$ cat src/design/pcg_pkg.sv
// package for the peripheral clock gating block: offsets, masks, reset values, timing
package pcg_pkg;

  // ****************************************************************
  // register map (word offsets, byte address = 4 * index)
  // ****************************************************************
  localparam logic [3:0] PCG_IDX_CTRL_ONE = 4'h0;
  localparam logic [3:0] PCG_IDX_CTRL_TWO = 4'h1;
  localparam logic [3:0] PCG_IDX_CTRL_THREE = 4'h2;
  localparam logic [3:0] PCG_IDX_PRESENT_ONE = 4'h3;
  localparam logic [3:0] PCG_IDX_PRESENT_TWO = 4'h4;
  localparam logic [3:0] PCG_IDX_PRESENT_THREE = 4'h5;
  localparam logic [3:0] PCG_IDX_ENABLED_ONE = 4'h6;
  localparam logic [3:0] PCG_IDX_ENABLED_TWO = 4'h7;
  localparam logic [3:0] PCG_IDX_ENABLED_THREE = 4'h8;
  localparam logic [3:0] PCG_IDX_TICK_DIV = 4'h9;
  localparam int PCG_ADDR_W = 6;

  // ****************************************************************
  // implemented bit masks of the three control registers
  // ****************************************************************
  localparam logic [15:0] PCG_MASK_ONE = 16'hF9FB;
  localparam logic [15:0] PCG_MASK_TWO = 16'hC30F;
  localparam logic [15:0] PCG_MASK_THREE = 16'h07C0;
  localparam logic [15:0] PCG_CTRL_RST = 16'h0000;

  // field positions, first control register
  localparam int PCG_B1_TIMER5 = 15;
  localparam int PCG_B1_TIMER1 = 11;
  localparam int PCG_B1_CODEC = 8;
  localparam int PCG_B1_TWO_WIRE = 7;
  localparam int PCG_B1_UART_B = 6;
  localparam int PCG_B1_UART_A = 5;
  localparam int PCG_B1_SPI_B = 4;
  localparam int PCG_B1_SPI_A = 3;
  localparam int PCG_B1_CAN = 1;
  localparam int PCG_B1_ADC = 0;
  // second control register
  localparam int PCG_B2_CAPTURE8 = 15;
  localparam int PCG_B2_CAPTURE7 = 14;
  localparam int PCG_B2_CAPTURE2 = 9;
  localparam int PCG_B2_CAPTURE1 = 8;
  localparam int PCG_B2_COMPARE4 = 3;
  localparam int PCG_B2_COMPARE1 = 0;
  // third control register
  localparam int PCG_B3_COMPARATOR = 10;
  localparam int PCG_B3_CALENDAR = 9;
  localparam int PCG_B3_PARALLEL = 8;
  localparam int PCG_B3_CHECKSUM = 7;
  localparam int PCG_B3_DAC = 6;

  // ****************************************************************
  // timing: instruction cycle derived from the system clock
  // ****************************************************************
  localparam int PCG_CLK_MHZ = 200;
  localparam int PCG_INSTR_NS = 25;
  localparam int PCG_INSTR_CYC = (PCG_INSTR_NS * PCG_CLK_MHZ + 999) / 1000;
  localparam logic [7:0] PCG_TICK_DIV_RST = 8'(PCG_INSTR_CYC - 1);

endpackage : pcg_pkg

$ cat src/design/pcg_gate_cell.sv
// one gated clock-enable lane with bus isolation for one peripheral
`timescale 1ns/1ps
module pcg_gate_cell (
  // clock and reset
  input wire logic clk_sys,
  input wire logic srst,
  // control
  input wire logic tick,
  input wire logic gate_off,
  input wire logic present,
  // to the peripheral
  output logic clk_en,
  output logic bus_en
);

  // enabled only when bit is clear and the peripheral exists; change lands on the
  // next instruction tick, so the switch comes within one instruction cycle of the write
  logic want;
  assign want = ~gate_off & present;

  always_ff @(posedge clk_sys) begin
    if (srst) begin
      clk_en <= 1'b0;
      bus_en <= 1'b0;
    end else if (tick) begin
      clk_en <= want;
      bus_en <= want;
    end
  end

endmodule : pcg_gate_cell

$ cat src/design/pcg_peripheral_clock_gating.sv
// peripheral clock gating: three disable registers over Avalon-MM, per-module enables
`timescale 1ns/1ps
module pcg_peripheral_clock_gating
  import pcg_pkg::*;
#(
  parameter logic [15:0] PRESENT_ONE = 16'hF9FB,
  parameter logic [15:0] PRESENT_TWO = 16'hC30F,
  parameter logic [15:0] PRESENT_THREE = 16'h07C0
) (
  // clock and reset
  input wire logic clk_sys,
  input wire logic srst,
  // avalon-mm slave
  input wire logic [PCG_ADDR_W-1:0] avs_address,
  input wire logic avs_read,
  input wire logic avs_write,
  input wire logic [3:0] avs_byteenable,
  input wire logic [31:0] avs_writedata,
  output logic [31:0] avs_readdata,
  output logic avs_waitrequest,
  // per-module clock enables (one lane per control bit)
  output logic [15:0] clk_en_one,
  output logic [15:0] clk_en_two,
  output logic [15:0] clk_en_three,
  // per-module register-bus enables
  output logic [15:0] bus_en_one,
  output logic [15:0] bus_en_two,
  output logic [15:0] bus_en_three
);

  // ****************************************************************
  // elaboration checks
  // ****************************************************************
  initial begin
    if ((PRESENT_ONE & ~PCG_MASK_ONE) != 16'h0000 || (PRESENT_TWO & ~PCG_MASK_TWO) != 16'h0000 ||
        (PRESENT_THREE & ~PCG_MASK_THREE) != 16'h0000) begin
      $error("pcg: present mask names an unimplemented bit");
    end
  end

  // ****************************************************************
  // registers
  // ****************************************************************
  logic [15:0] peripheral_gate_ctrl_one_ff;
  logic [15:0] peripheral_gate_ctrl_two_ff;
  logic [15:0] peripheral_gate_ctrl_three_ff;
  logic [7:0] tick_div_ff;
  logic ack_ff;
  logic [31:0] rdata_ff;
  logic tick;

  // decoded request, word index from the byte address
  logic [3:0] idx;
  logic req;
  logic wr_go;
  logic rd_go;
  logic [15:0] be_mask;
  logic [15:0] nxt_one;
  logic [15:0] nxt_two;
  logic [15:0] nxt_three;
  logic [31:0] nxt_rdata;

  assign idx = avs_address[PCG_ADDR_W-1:2];
  assign req = (avs_read | avs_write) & ~ack_ff;
  // a write lands in the answer cycle, at the edge where the master sees waitrequest low
  assign wr_go = avs_write & ack_ff;
  assign rd_go = avs_read & ~ack_ff;
  assign be_mask = {{8{avs_byteenable[1]}}, {8{avs_byteenable[0]}}};

  // merge write data under byte enables, dropping unimplemented positions
  function automatic logic [15:0] merge(input logic [15:0] old, input logic [15:0] wd,
                                        input logic [15:0] be, input logic [15:0] mask);
    merge = ((old & ~be) | (wd & be)) & mask;
  endfunction : merge

  always_comb begin
    nxt_one = peripheral_gate_ctrl_one_ff;
    nxt_two = peripheral_gate_ctrl_two_ff;
    nxt_three = peripheral_gate_ctrl_three_ff;
    if (wr_go) begin
      case (idx)
        PCG_IDX_CTRL_ONE: begin
          nxt_one = merge(peripheral_gate_ctrl_one_ff, avs_writedata[15:0], be_mask, PCG_MASK_ONE);
        end
        PCG_IDX_CTRL_TWO: begin
          nxt_two = merge(peripheral_gate_ctrl_two_ff, avs_writedata[15:0], be_mask, PCG_MASK_TWO);
        end
        PCG_IDX_CTRL_THREE: begin
          nxt_three = merge(peripheral_gate_ctrl_three_ff, avs_writedata[15:0], be_mask, PCG_MASK_THREE);
        end
        default: begin
        end
      endcase
    end
  end

  always_ff @(posedge clk_sys) begin
    if (srst) begin
      peripheral_gate_ctrl_one_ff <= PCG_CTRL_RST;
      peripheral_gate_ctrl_two_ff <= PCG_CTRL_RST;
      peripheral_gate_ctrl_three_ff <= PCG_CTRL_RST;
    end else begin
      peripheral_gate_ctrl_one_ff <= nxt_one;
      peripheral_gate_ctrl_two_ff <= nxt_two;
      peripheral_gate_ctrl_three_ff <= nxt_three;
    end
  end

  // divider reload; zero means every clock is an instruction cycle
  always_ff @(posedge clk_sys) begin
    if (srst) begin
      tick_div_ff <= PCG_TICK_DIV_RST;
    end else if (wr_go && idx == PCG_IDX_TICK_DIV && avs_byteenable[0]) begin
      tick_div_ff <= avs_writedata[7:0];
    end
  end

  // ****************************************************************
  // gating lanes
  // ****************************************************************
  pcg_tick_div #(
    .CNT_W(8)
  ) u_tick (
    .clk_sys(clk_sys),
    .srst(srst),
    .div(tick_div_ff),
    .tick(tick)
  );

  logic [47:0] gate_off_all;
  logic [47:0] present_all;
  logic [47:0] clk_en_all;
  logic [47:0] bus_en_all;

  // a one in a control bit means off, a zero means on
  assign gate_off_all = {peripheral_gate_ctrl_three_ff, peripheral_gate_ctrl_two_ff,
                         peripheral_gate_ctrl_one_ff};
  assign present_all = {PRESENT_THREE, PRESENT_TWO, PRESENT_ONE};

  for (genvar g = 0; g < 48; g++) begin : g_lane
    pcg_gate_cell u_cell (
      .clk_sys(clk_sys),
      .srst(srst),
      .tick(tick),
      .gate_off(gate_off_all[g]),
      .present(present_all[g]),
      .clk_en(clk_en_all[g]),
      .bus_en(bus_en_all[g])
    );
  end

  // lanes already come from flip-flops inside the cells
  assign clk_en_one = clk_en_all[15:0];
  assign clk_en_two = clk_en_all[31:16];
  assign clk_en_three = clk_en_all[47:32];
  assign bus_en_one = bus_en_all[15:0];
  assign bus_en_two = bus_en_all[31:16];
  assign bus_en_three = bus_en_all[47:32];

  // ****************************************************************
  // read path
  // ****************************************************************
  always_comb begin
    nxt_rdata = 32'h0000_0000;
    case (idx)
      PCG_IDX_CTRL_ONE: begin
        nxt_rdata = {16'h0000, peripheral_gate_ctrl_one_ff & PCG_MASK_ONE};
      end
      PCG_IDX_CTRL_TWO: begin
        nxt_rdata = {16'h0000, peripheral_gate_ctrl_two_ff & PCG_MASK_TWO};
      end
      PCG_IDX_CTRL_THREE: begin
        nxt_rdata = {16'h0000, peripheral_gate_ctrl_three_ff & PCG_MASK_THREE};
      end
      PCG_IDX_PRESENT_ONE: begin
        nxt_rdata = {16'h0000, PRESENT_ONE};
      end
      PCG_IDX_PRESENT_TWO: begin
        nxt_rdata = {16'h0000, PRESENT_TWO};
      end
      PCG_IDX_PRESENT_THREE: begin
        nxt_rdata = {16'h0000, PRESENT_THREE};
      end
      PCG_IDX_ENABLED_ONE: begin
        nxt_rdata = {16'h0000, clk_en_all[15:0]};
      end
      PCG_IDX_ENABLED_TWO: begin
        nxt_rdata = {16'h0000, clk_en_all[31:16]};
      end
      PCG_IDX_ENABLED_THREE: begin
        nxt_rdata = {16'h0000, clk_en_all[47:32]};
      end
      PCG_IDX_TICK_DIV: begin
        nxt_rdata = {24'h000000, tick_div_ff};
      end
      default: begin
        nxt_rdata = 32'h0000_0000;
      end
    endcase
  end

  // ****************************************************************
  // avalon handshake: one wait state, every access answered
  // ****************************************************************
  always_ff @(posedge clk_sys) begin
    if (srst) begin
      ack_ff <= 1'b0;
    end else begin
      ack_ff <= req;
    end
  end

  always_ff @(posedge clk_sys) begin
    if (srst) begin
      rdata_ff <= 32'h0000_0000;
    end else if (rd_go) begin
      rdata_ff <= nxt_rdata;
    end
  end

  // waitrequest high by default, dropped for exactly the answer cycle
  always_ff @(posedge clk_sys) begin
    if (srst) begin
      avs_waitrequest <= 1'b1;
    end else begin
      avs_waitrequest <= ~req;
    end
  end

  assign avs_readdata = rdata_ff;

endmodule : pcg_peripheral_clock_gating

$ cat src/design/pcg_tick_div.sv
// instruction-cycle tick divider: one-cycle enable pulse every div+1 clocks
`timescale 1ns/1ps
module pcg_tick_div
  import pcg_pkg::*;
#(
  parameter int CNT_W = 8
) (
  // clock and reset
  input wire logic clk_sys,
  input wire logic srst,
  // control
  input wire logic [CNT_W-1:0] div,
  // tick out
  output logic tick
);

  initial begin
    if (CNT_W < 1 || CNT_W > 16) begin
      $error("pcg_tick_div: CNT_W out of range");
    end
  end

  logic [CNT_W-1:0] cnt_ff;

  always_ff @(posedge clk_sys) begin
    if (srst) begin
      cnt_ff <= '0;
      tick <= 1'b0;
    end else if (cnt_ff >= div) begin
      cnt_ff <= '0;
      tick <= 1'b1;
    end else begin
      cnt_ff <= cnt_ff + 1'b1;
      tick <= 1'b0;
    end
  end

endmodule : pcg_tick_div

$ cat config.mk
export PLATFORM = sky130hd
export DESIGN_NAME = pcg_peripheral_clock_gating
export DESIGN_NICKNAME = d
export VERILOG_FILES = /design/src/design/pcg_pkg.sv /design/src/design/pcg_gate_cell.sv /design/src/design/pcg_peripheral_clock_gating.sv /design/src/design/pcg_tick_div.sv
export SDC_FILE = /design/constraint.sdc
export NUM_CORES = 1
export LEC_CHECK = 0
export BUFFER_PORTS_ARGS = -buffer_cell sky130_fd_sc_hd__buf_2
export CORE_MARGIN = 3
export CORE_UTILIZATION = 53
export DETAILED_ROUTE_END_ITERATION = 10
export PLACE_DENSITY_LB_ADDON = 0.2
export SKIP_LAST_GASP = 1
export SYNTH_ARGS = -nofsm -noshare
export SYNTH_HDL_FRONTEND = slang
export SYNTH_HIERARCHICAL = 1
export SYNTH_SLANG_ARGS = --single-unit
$ cat constraint.sdc
create_clock -name clk_sys -period 2.6 [get_ports clk_sys]
set_input_delay 0.13 -clock clk_sys [delete_from_list [all_inputs] [get_ports clk_sys]]
set_output_delay 0.13 -clock clk_sys [all_outputs]
set_load 0.01 [all_outputs]
==> results of run 1 <==
-- timing repair --
action / 4_1_cts / 5_1_grt
hold buffers: 5 / 0
buffers inserted: 0 / 0
endpoints found under the hold margin: 5 / 0
-- stage by stage --
step	util (%)	total power (uW)	hold slack (ps)	cell area, sq um
final	64.1	3180	13.0	6730
after global routing	64.1	3310	28.7	6730
after CTS	64.1	3200	1.57	6730
after detailed placement	61.8	2190	386	6490
after global placement	61.8	2170	371	6490
after floorplan	-	2070	192	6150
-- worst paths after layout --
kind / start / end / slack (ps) / depth (start not counted)
setup / recovery: tick_div_ff[4] / u_tick/tick / 770 / 6
setup reg to reg: tick_div_ff[4] / u_tick/tick / 770 / 6
hold reg to reg: register / register / 480 / 2
hold / removal: avs_writedata[12] / register / 10 / 3
-- power by group --
part           internal (uW)  switching [uW]  leakage (uW)  total, uW
registers               1700            41.6      0.000881       1750
logic                    158             256       0.00196        414
clock network            441             576     0.0000987       1020
-- routing by layer --
layer  up-vias  part of all wire [%]  GRT usage, %
li1       2411                     -             -
met1      2356                    44          30.9
met2       207                    47          39.0
met3        20                   7.0          3.17
met4         0                   1.7          9.11
met5         -                     0             0
-- cells in the final DEF (no fill, tap or decap), types with 4 or more instances in the layout --
master	n
o21ai_0	14
a221o_1	6
dfxtp_1	108
buf_4	11
clkbuf_8	9
nand2_1	30
nor2_1	38
clkinv_2	4
xnor2_1	4
nand3_1	21
a22oi_1	4
mux2i_1	31
o211ai_1	4
a31oi_1	4
ha_1	9
nand2b_1	50
dlygate4sd3_1	5
nor2b_1	9
a21oi_2	50
conb_1	86
a22o_1	8
nand3b_1	49
and3_1	5
a21oi_1	25
o221ai_1	5
buf_2	137
inv_1	13
nor3_2	7
-- synthesized netlist by cell type, types with 4 or more instances --
master    count  share of area (%)
dfxtp_1     109                 37
buf_4        64                8.2
a21oi_2      50                7.5
nand2b_1     50                5.4
nand3b_1     49                6.3
nor2_1       38                2.4
mux2i_1      31                5.3
nand2_1      30                1.9
a21oi_1      25                2.1
nand3_1      21                1.8
o21ai_0      14                1.2
buf_2        13                1.1
clkbuf_1     13               0.84
inv_1        13               0.84
ha_1          9                1.9
nor2b_1       9               0.97
a22o_1        8                1.2
nor3_2        7                1.2
a221o_1       6                1.0
and3_1        5               0.54
o221ai_1      5               0.75
a22oi_1       4               0.51
a31oi_1       4               0.43
o211ai_1      4               0.51
xnor2_1       4               0.60
-- logic make-up after synthesis --
kind of cell / Yosys count / share of synthesized area, %
xor+xnor: 6 / 0.901
simple gates: 232 / 23.6
mux: 32 / 5.51
buf+inv: 106 / 11.3
fa+ha+maj: 9 / 1.93
flops: 109 / 37.4
compound gates: 142 / 19.1
other cells: 2 / 0.129
-- final cells by class --
cell class                 instances  area [sq um]
timing repair buffer             154           838
clock inverter                     7          66.3
fill                             905          3770
clock buffer                       9           124
tap                              136           170
multi-input combinational        507          3300
inverter                          13          48.8
sequential                       109          2180
-- worst reg2reg max path, delay by kind of cell, from the launching register on --
family                     cells  cell delay, ps
AOI/OAI and AO/OA              2             320
DFF                            1             390
and+or+nand+nor                2             720
buffers and inverters          1              70
adders and majority gates      1             220
==> results.toml, run 1 <==
[run_status]
run_status = "completed"

[place]
gp_congestion = 0.901
port_buffers = 138
dp.cells = 914
pre_cts_ws_ps = 681
dp_hpwl_microns = 10400

[routing]
wirelength_microns = 14700
drt-pass1-iter-count = 5
via_per_inst = 5.34
drt_iter0_drc = 313
vias = 4994
avgRoutedWirePerCell_microns = 15.8
antenna_left = 0
drc = 0

[final_layout]
syn2layout_area_growth_pct = 15.5
fin_cells = 935
insertedDiodeCount = 0
nNetsFinal = 849
drive_gt1_share_pct = 29.4

[grt]
grt_pass1_wl_microns = 23900
grt_max_degree = 60
grt_pass1_vias = 4766
antenna_found_initial = 0
grt.total_usage_pct = 23.5
overflow = 0

[timing]
fmax_mhz = 546
finalMaxSlewViolations = 0
timing_hold_violations_final = 0
min_period_ps = 1830
period_share_pct = 70.4
finClkSkew_ps = 11.0
worstMarginPinSlew_ps = 822
finalSetupViolations = 0
fin_tns_setup_ps = 0
rsz0062_at_grt = "false"
worst_slack_ps = 769
slew_headroom_pct = 44.4

[critical_path]
path_cells = "inv_1, ha_1, or4_4, a21oi_4, o31ai_4, nor2b_1"
crit_path_max_incr_delay_ps = 550
worst-path-max-fanout = 9
endpoint_kind = "register"
start_kind = "register"
critPathArrivalTime_ps = 2080
cp.required_ps = 2850
crit_family = "simple AND/OR/NAND/NOR gates"
critPathBufInv = 1
path_class = "register to register"
slowest_stage = "or4_4"

[floorplanning]
initial_core_util_pct = 55.5
core_area_sq_um = 10500
ios = 175
die_h_microns = 111
rows = 37
die_w_microns = 111
dieArea_sq_um = 12300

[clock_network]
path_clk_slew_ps = 100
cts_tree = "yes"
clock_latency_ps = 380
ctsHtreeMaxLevel = 3
cts_root_buf = "clkbuf_8"
cts-buffers-inserted = 9
cts_buffer_depth = 2
cts_sinks = 109
cts-resized-gates = 0

[logic_synthesis]
syn_area_sq_um = 5830
synth_cell_type_count = 59
synth_seq_cells = 109
yosysSeqAreaShare_pct = 37.4
synthCells = 638
synth-main-ff-cell = "dfxtp_1"
synth_area_per_cell_sq_um = 9.14
ys_async_sr_fraction_pct = 0
synth-edff-count = 0
synth_warnings = 6

[hold_path]
holdCritPathClass = "input port to register"

[pwr]
power_density_nw_per_um2 = 472
p_leak_uw = 0.00294
ir_drop_mv = 0.312

[flow_run]
cap_viol_max_count = 0
Note: power is estimated with default switching activity, not from simulation.
==> run 2, diff against run 1 <==
- CORE_UTILIZATION: 53 -> 48
- clock period: 2.6 -> 1.6 ns (I/O delays scaled with it)
==> results.toml, run 2 (synthesis gave the netlist of run 1 again) <==
[final_layout]
nNetsFinal = 886
drive_gt1_share_pct = 33.2
final_core_util_pct = 61.9
final_common_cell = "buf_2"
layout_common_cells = "buf_2, dfxtp_1, conb_1, nand2b_1"
insertedDiodeCount = 0
syn2layout_area_growth_pct = 23.7

[floorplanning]
core_area_sq_um = 11700
ios = 175
rows = 39
die_w_microns = 116
dieArea_sq_um = 13500
initial_core_util_pct = 50.0
die_h_microns = 116

[run_status]
violations = "setup timing"
run_status = "finished with violations"

[clock_network]
ctsHtreeMaxLevel = 3
path_clk_slew_ps = 70
clock_latency_ps = 350
cts_tree = "yes"
cts_buffer_depth = 2
cts_sinks = 109
cts-buffers-inserted = 9
cts_root_buf = "clkbuf_16"

[routing]
drc = 0
vias = 5117
antenna_left = 0
avgRoutedWirePerCell_microns = 15.9
via_per_inst = 5.24
drt_iter0_drc = 319
wirelength_microns = 15500
drt-pass1-iter-count = 4

[place]
gp_congestion = 0.874
dp_hpwl_microns = 11200
pre_cts_ws_ps = -148
port_buffers = 138

[critical_path]
endpoint_kind = "register"
cp.required_ps = 1820
start_kind = "register"
critPathArrivalTime_ps = 1900
path_class = "register to register"
worst-path-max-fanout = 5

[timing]
min_period_ps = 1680
slew_headroom_pct = 57.5
timing_hold_violations_final = 0
finClkSkew_ps = 5.22
finalSetupViolations = 6
fin_tns_setup_ps = -241
period_share_pct = 105
finalMaxSlewViolations = 0
worst_hold_slack_ps = 1.66
rsz0062_at_grt = "true"
fmax_mhz = 596
worst_slack_ps = -78.3
worstMarginPinSlew_ps = 637

[grt]
grt_pass1_wl_microns = 24500
grt.total_usage_pct = 23.1
grt_pass1_vias = 4848
grt_max_degree = 86
overflow = 0
antenna_found_initial = 0

[flow_run]
cap_viol_max_count = 0

[pwr]
power_density_nw_per_um2 = 805
ir_drop_mv = 0.598
p_leak_uw = 0.00317

[hold_path]
holdCritPathClass = "input port to register"
-- run 2: cell count changes in the layout (fill, tap and decap cells not counted), sizes merged --
cell         before  now
o31ai             1    2
clkbuf            9   12
dlygate4sd3       5    8
clkinv            5    1
clkinvlp          1    0
buf             149  182
-- run 2: through the flow --
step	instances	total power, uW	area (sq um)
final	977	5810	7210
after floorplan	722	3370	6160
after detailed placement	952	3620	6780
after global placement	952	3600	6780
after CTS	976	5830	7180
after global routing	977	6000	7210
-- run 2: layout make-up --
type,count,area [sq um]
Clock buffer,12,246
Sequential cell,109,2190
Multi-Input combinational cell,508,3370
Tap cell,143,179
Timing Repair Buffer,190,1140
Clock inverter,2,35.0
Fill cell,1003,4450
Inverter,13,48.8
-- run 2: path summary, 6_finish.rpt --
kind,cells after the start,slack (ps),from,to
max reg2reg,6,-80,tick_div_ff[2],u_tick/tick
max,6,-80,tick_div_ff[2],u_tick/tick
min reg2reg,2,480,register,register
min,3,2,avs_writedata[8],register
-- run 2: where the power goes --
part | total (uW) | internal, uW | switching [uW]
Clock | 2220 | 1240 | 977
Sequential | 2830 | 2770 | 59.7
Combinational | 763 | 319 | 444
-- run 2: critical path: stages (launching register included) --
cell and delay (ps):
dfxtp_2 340, inv_2 40, ha_4 150, or4_4 540
a21oi_4 200, o31ai_4 120, nor2b_1 160
-- run 2: timing repair --
| action | 4_1_cts | 5_1_grt |
|---|---|---|
| resized for setup | 7 | 6 |
| hold buffers | 8 | 0 |
| setup buffers | 2 | 1 |
| endpoints found under the hold margin | 11 | 0 |
| gates cloned | 1 | 0 |
| setup endpoints to repair | 15 | 9 |
| pin swaps | 8 | 10 |
-- run 2: layer usage --
metal / routed length [microns] / GRT usage, %
met1: 7030 / 30.6
met2: 7320 / 37.6
met3: 883 / 3.73
met4: 278 / 9.20
met5: 0 / 0
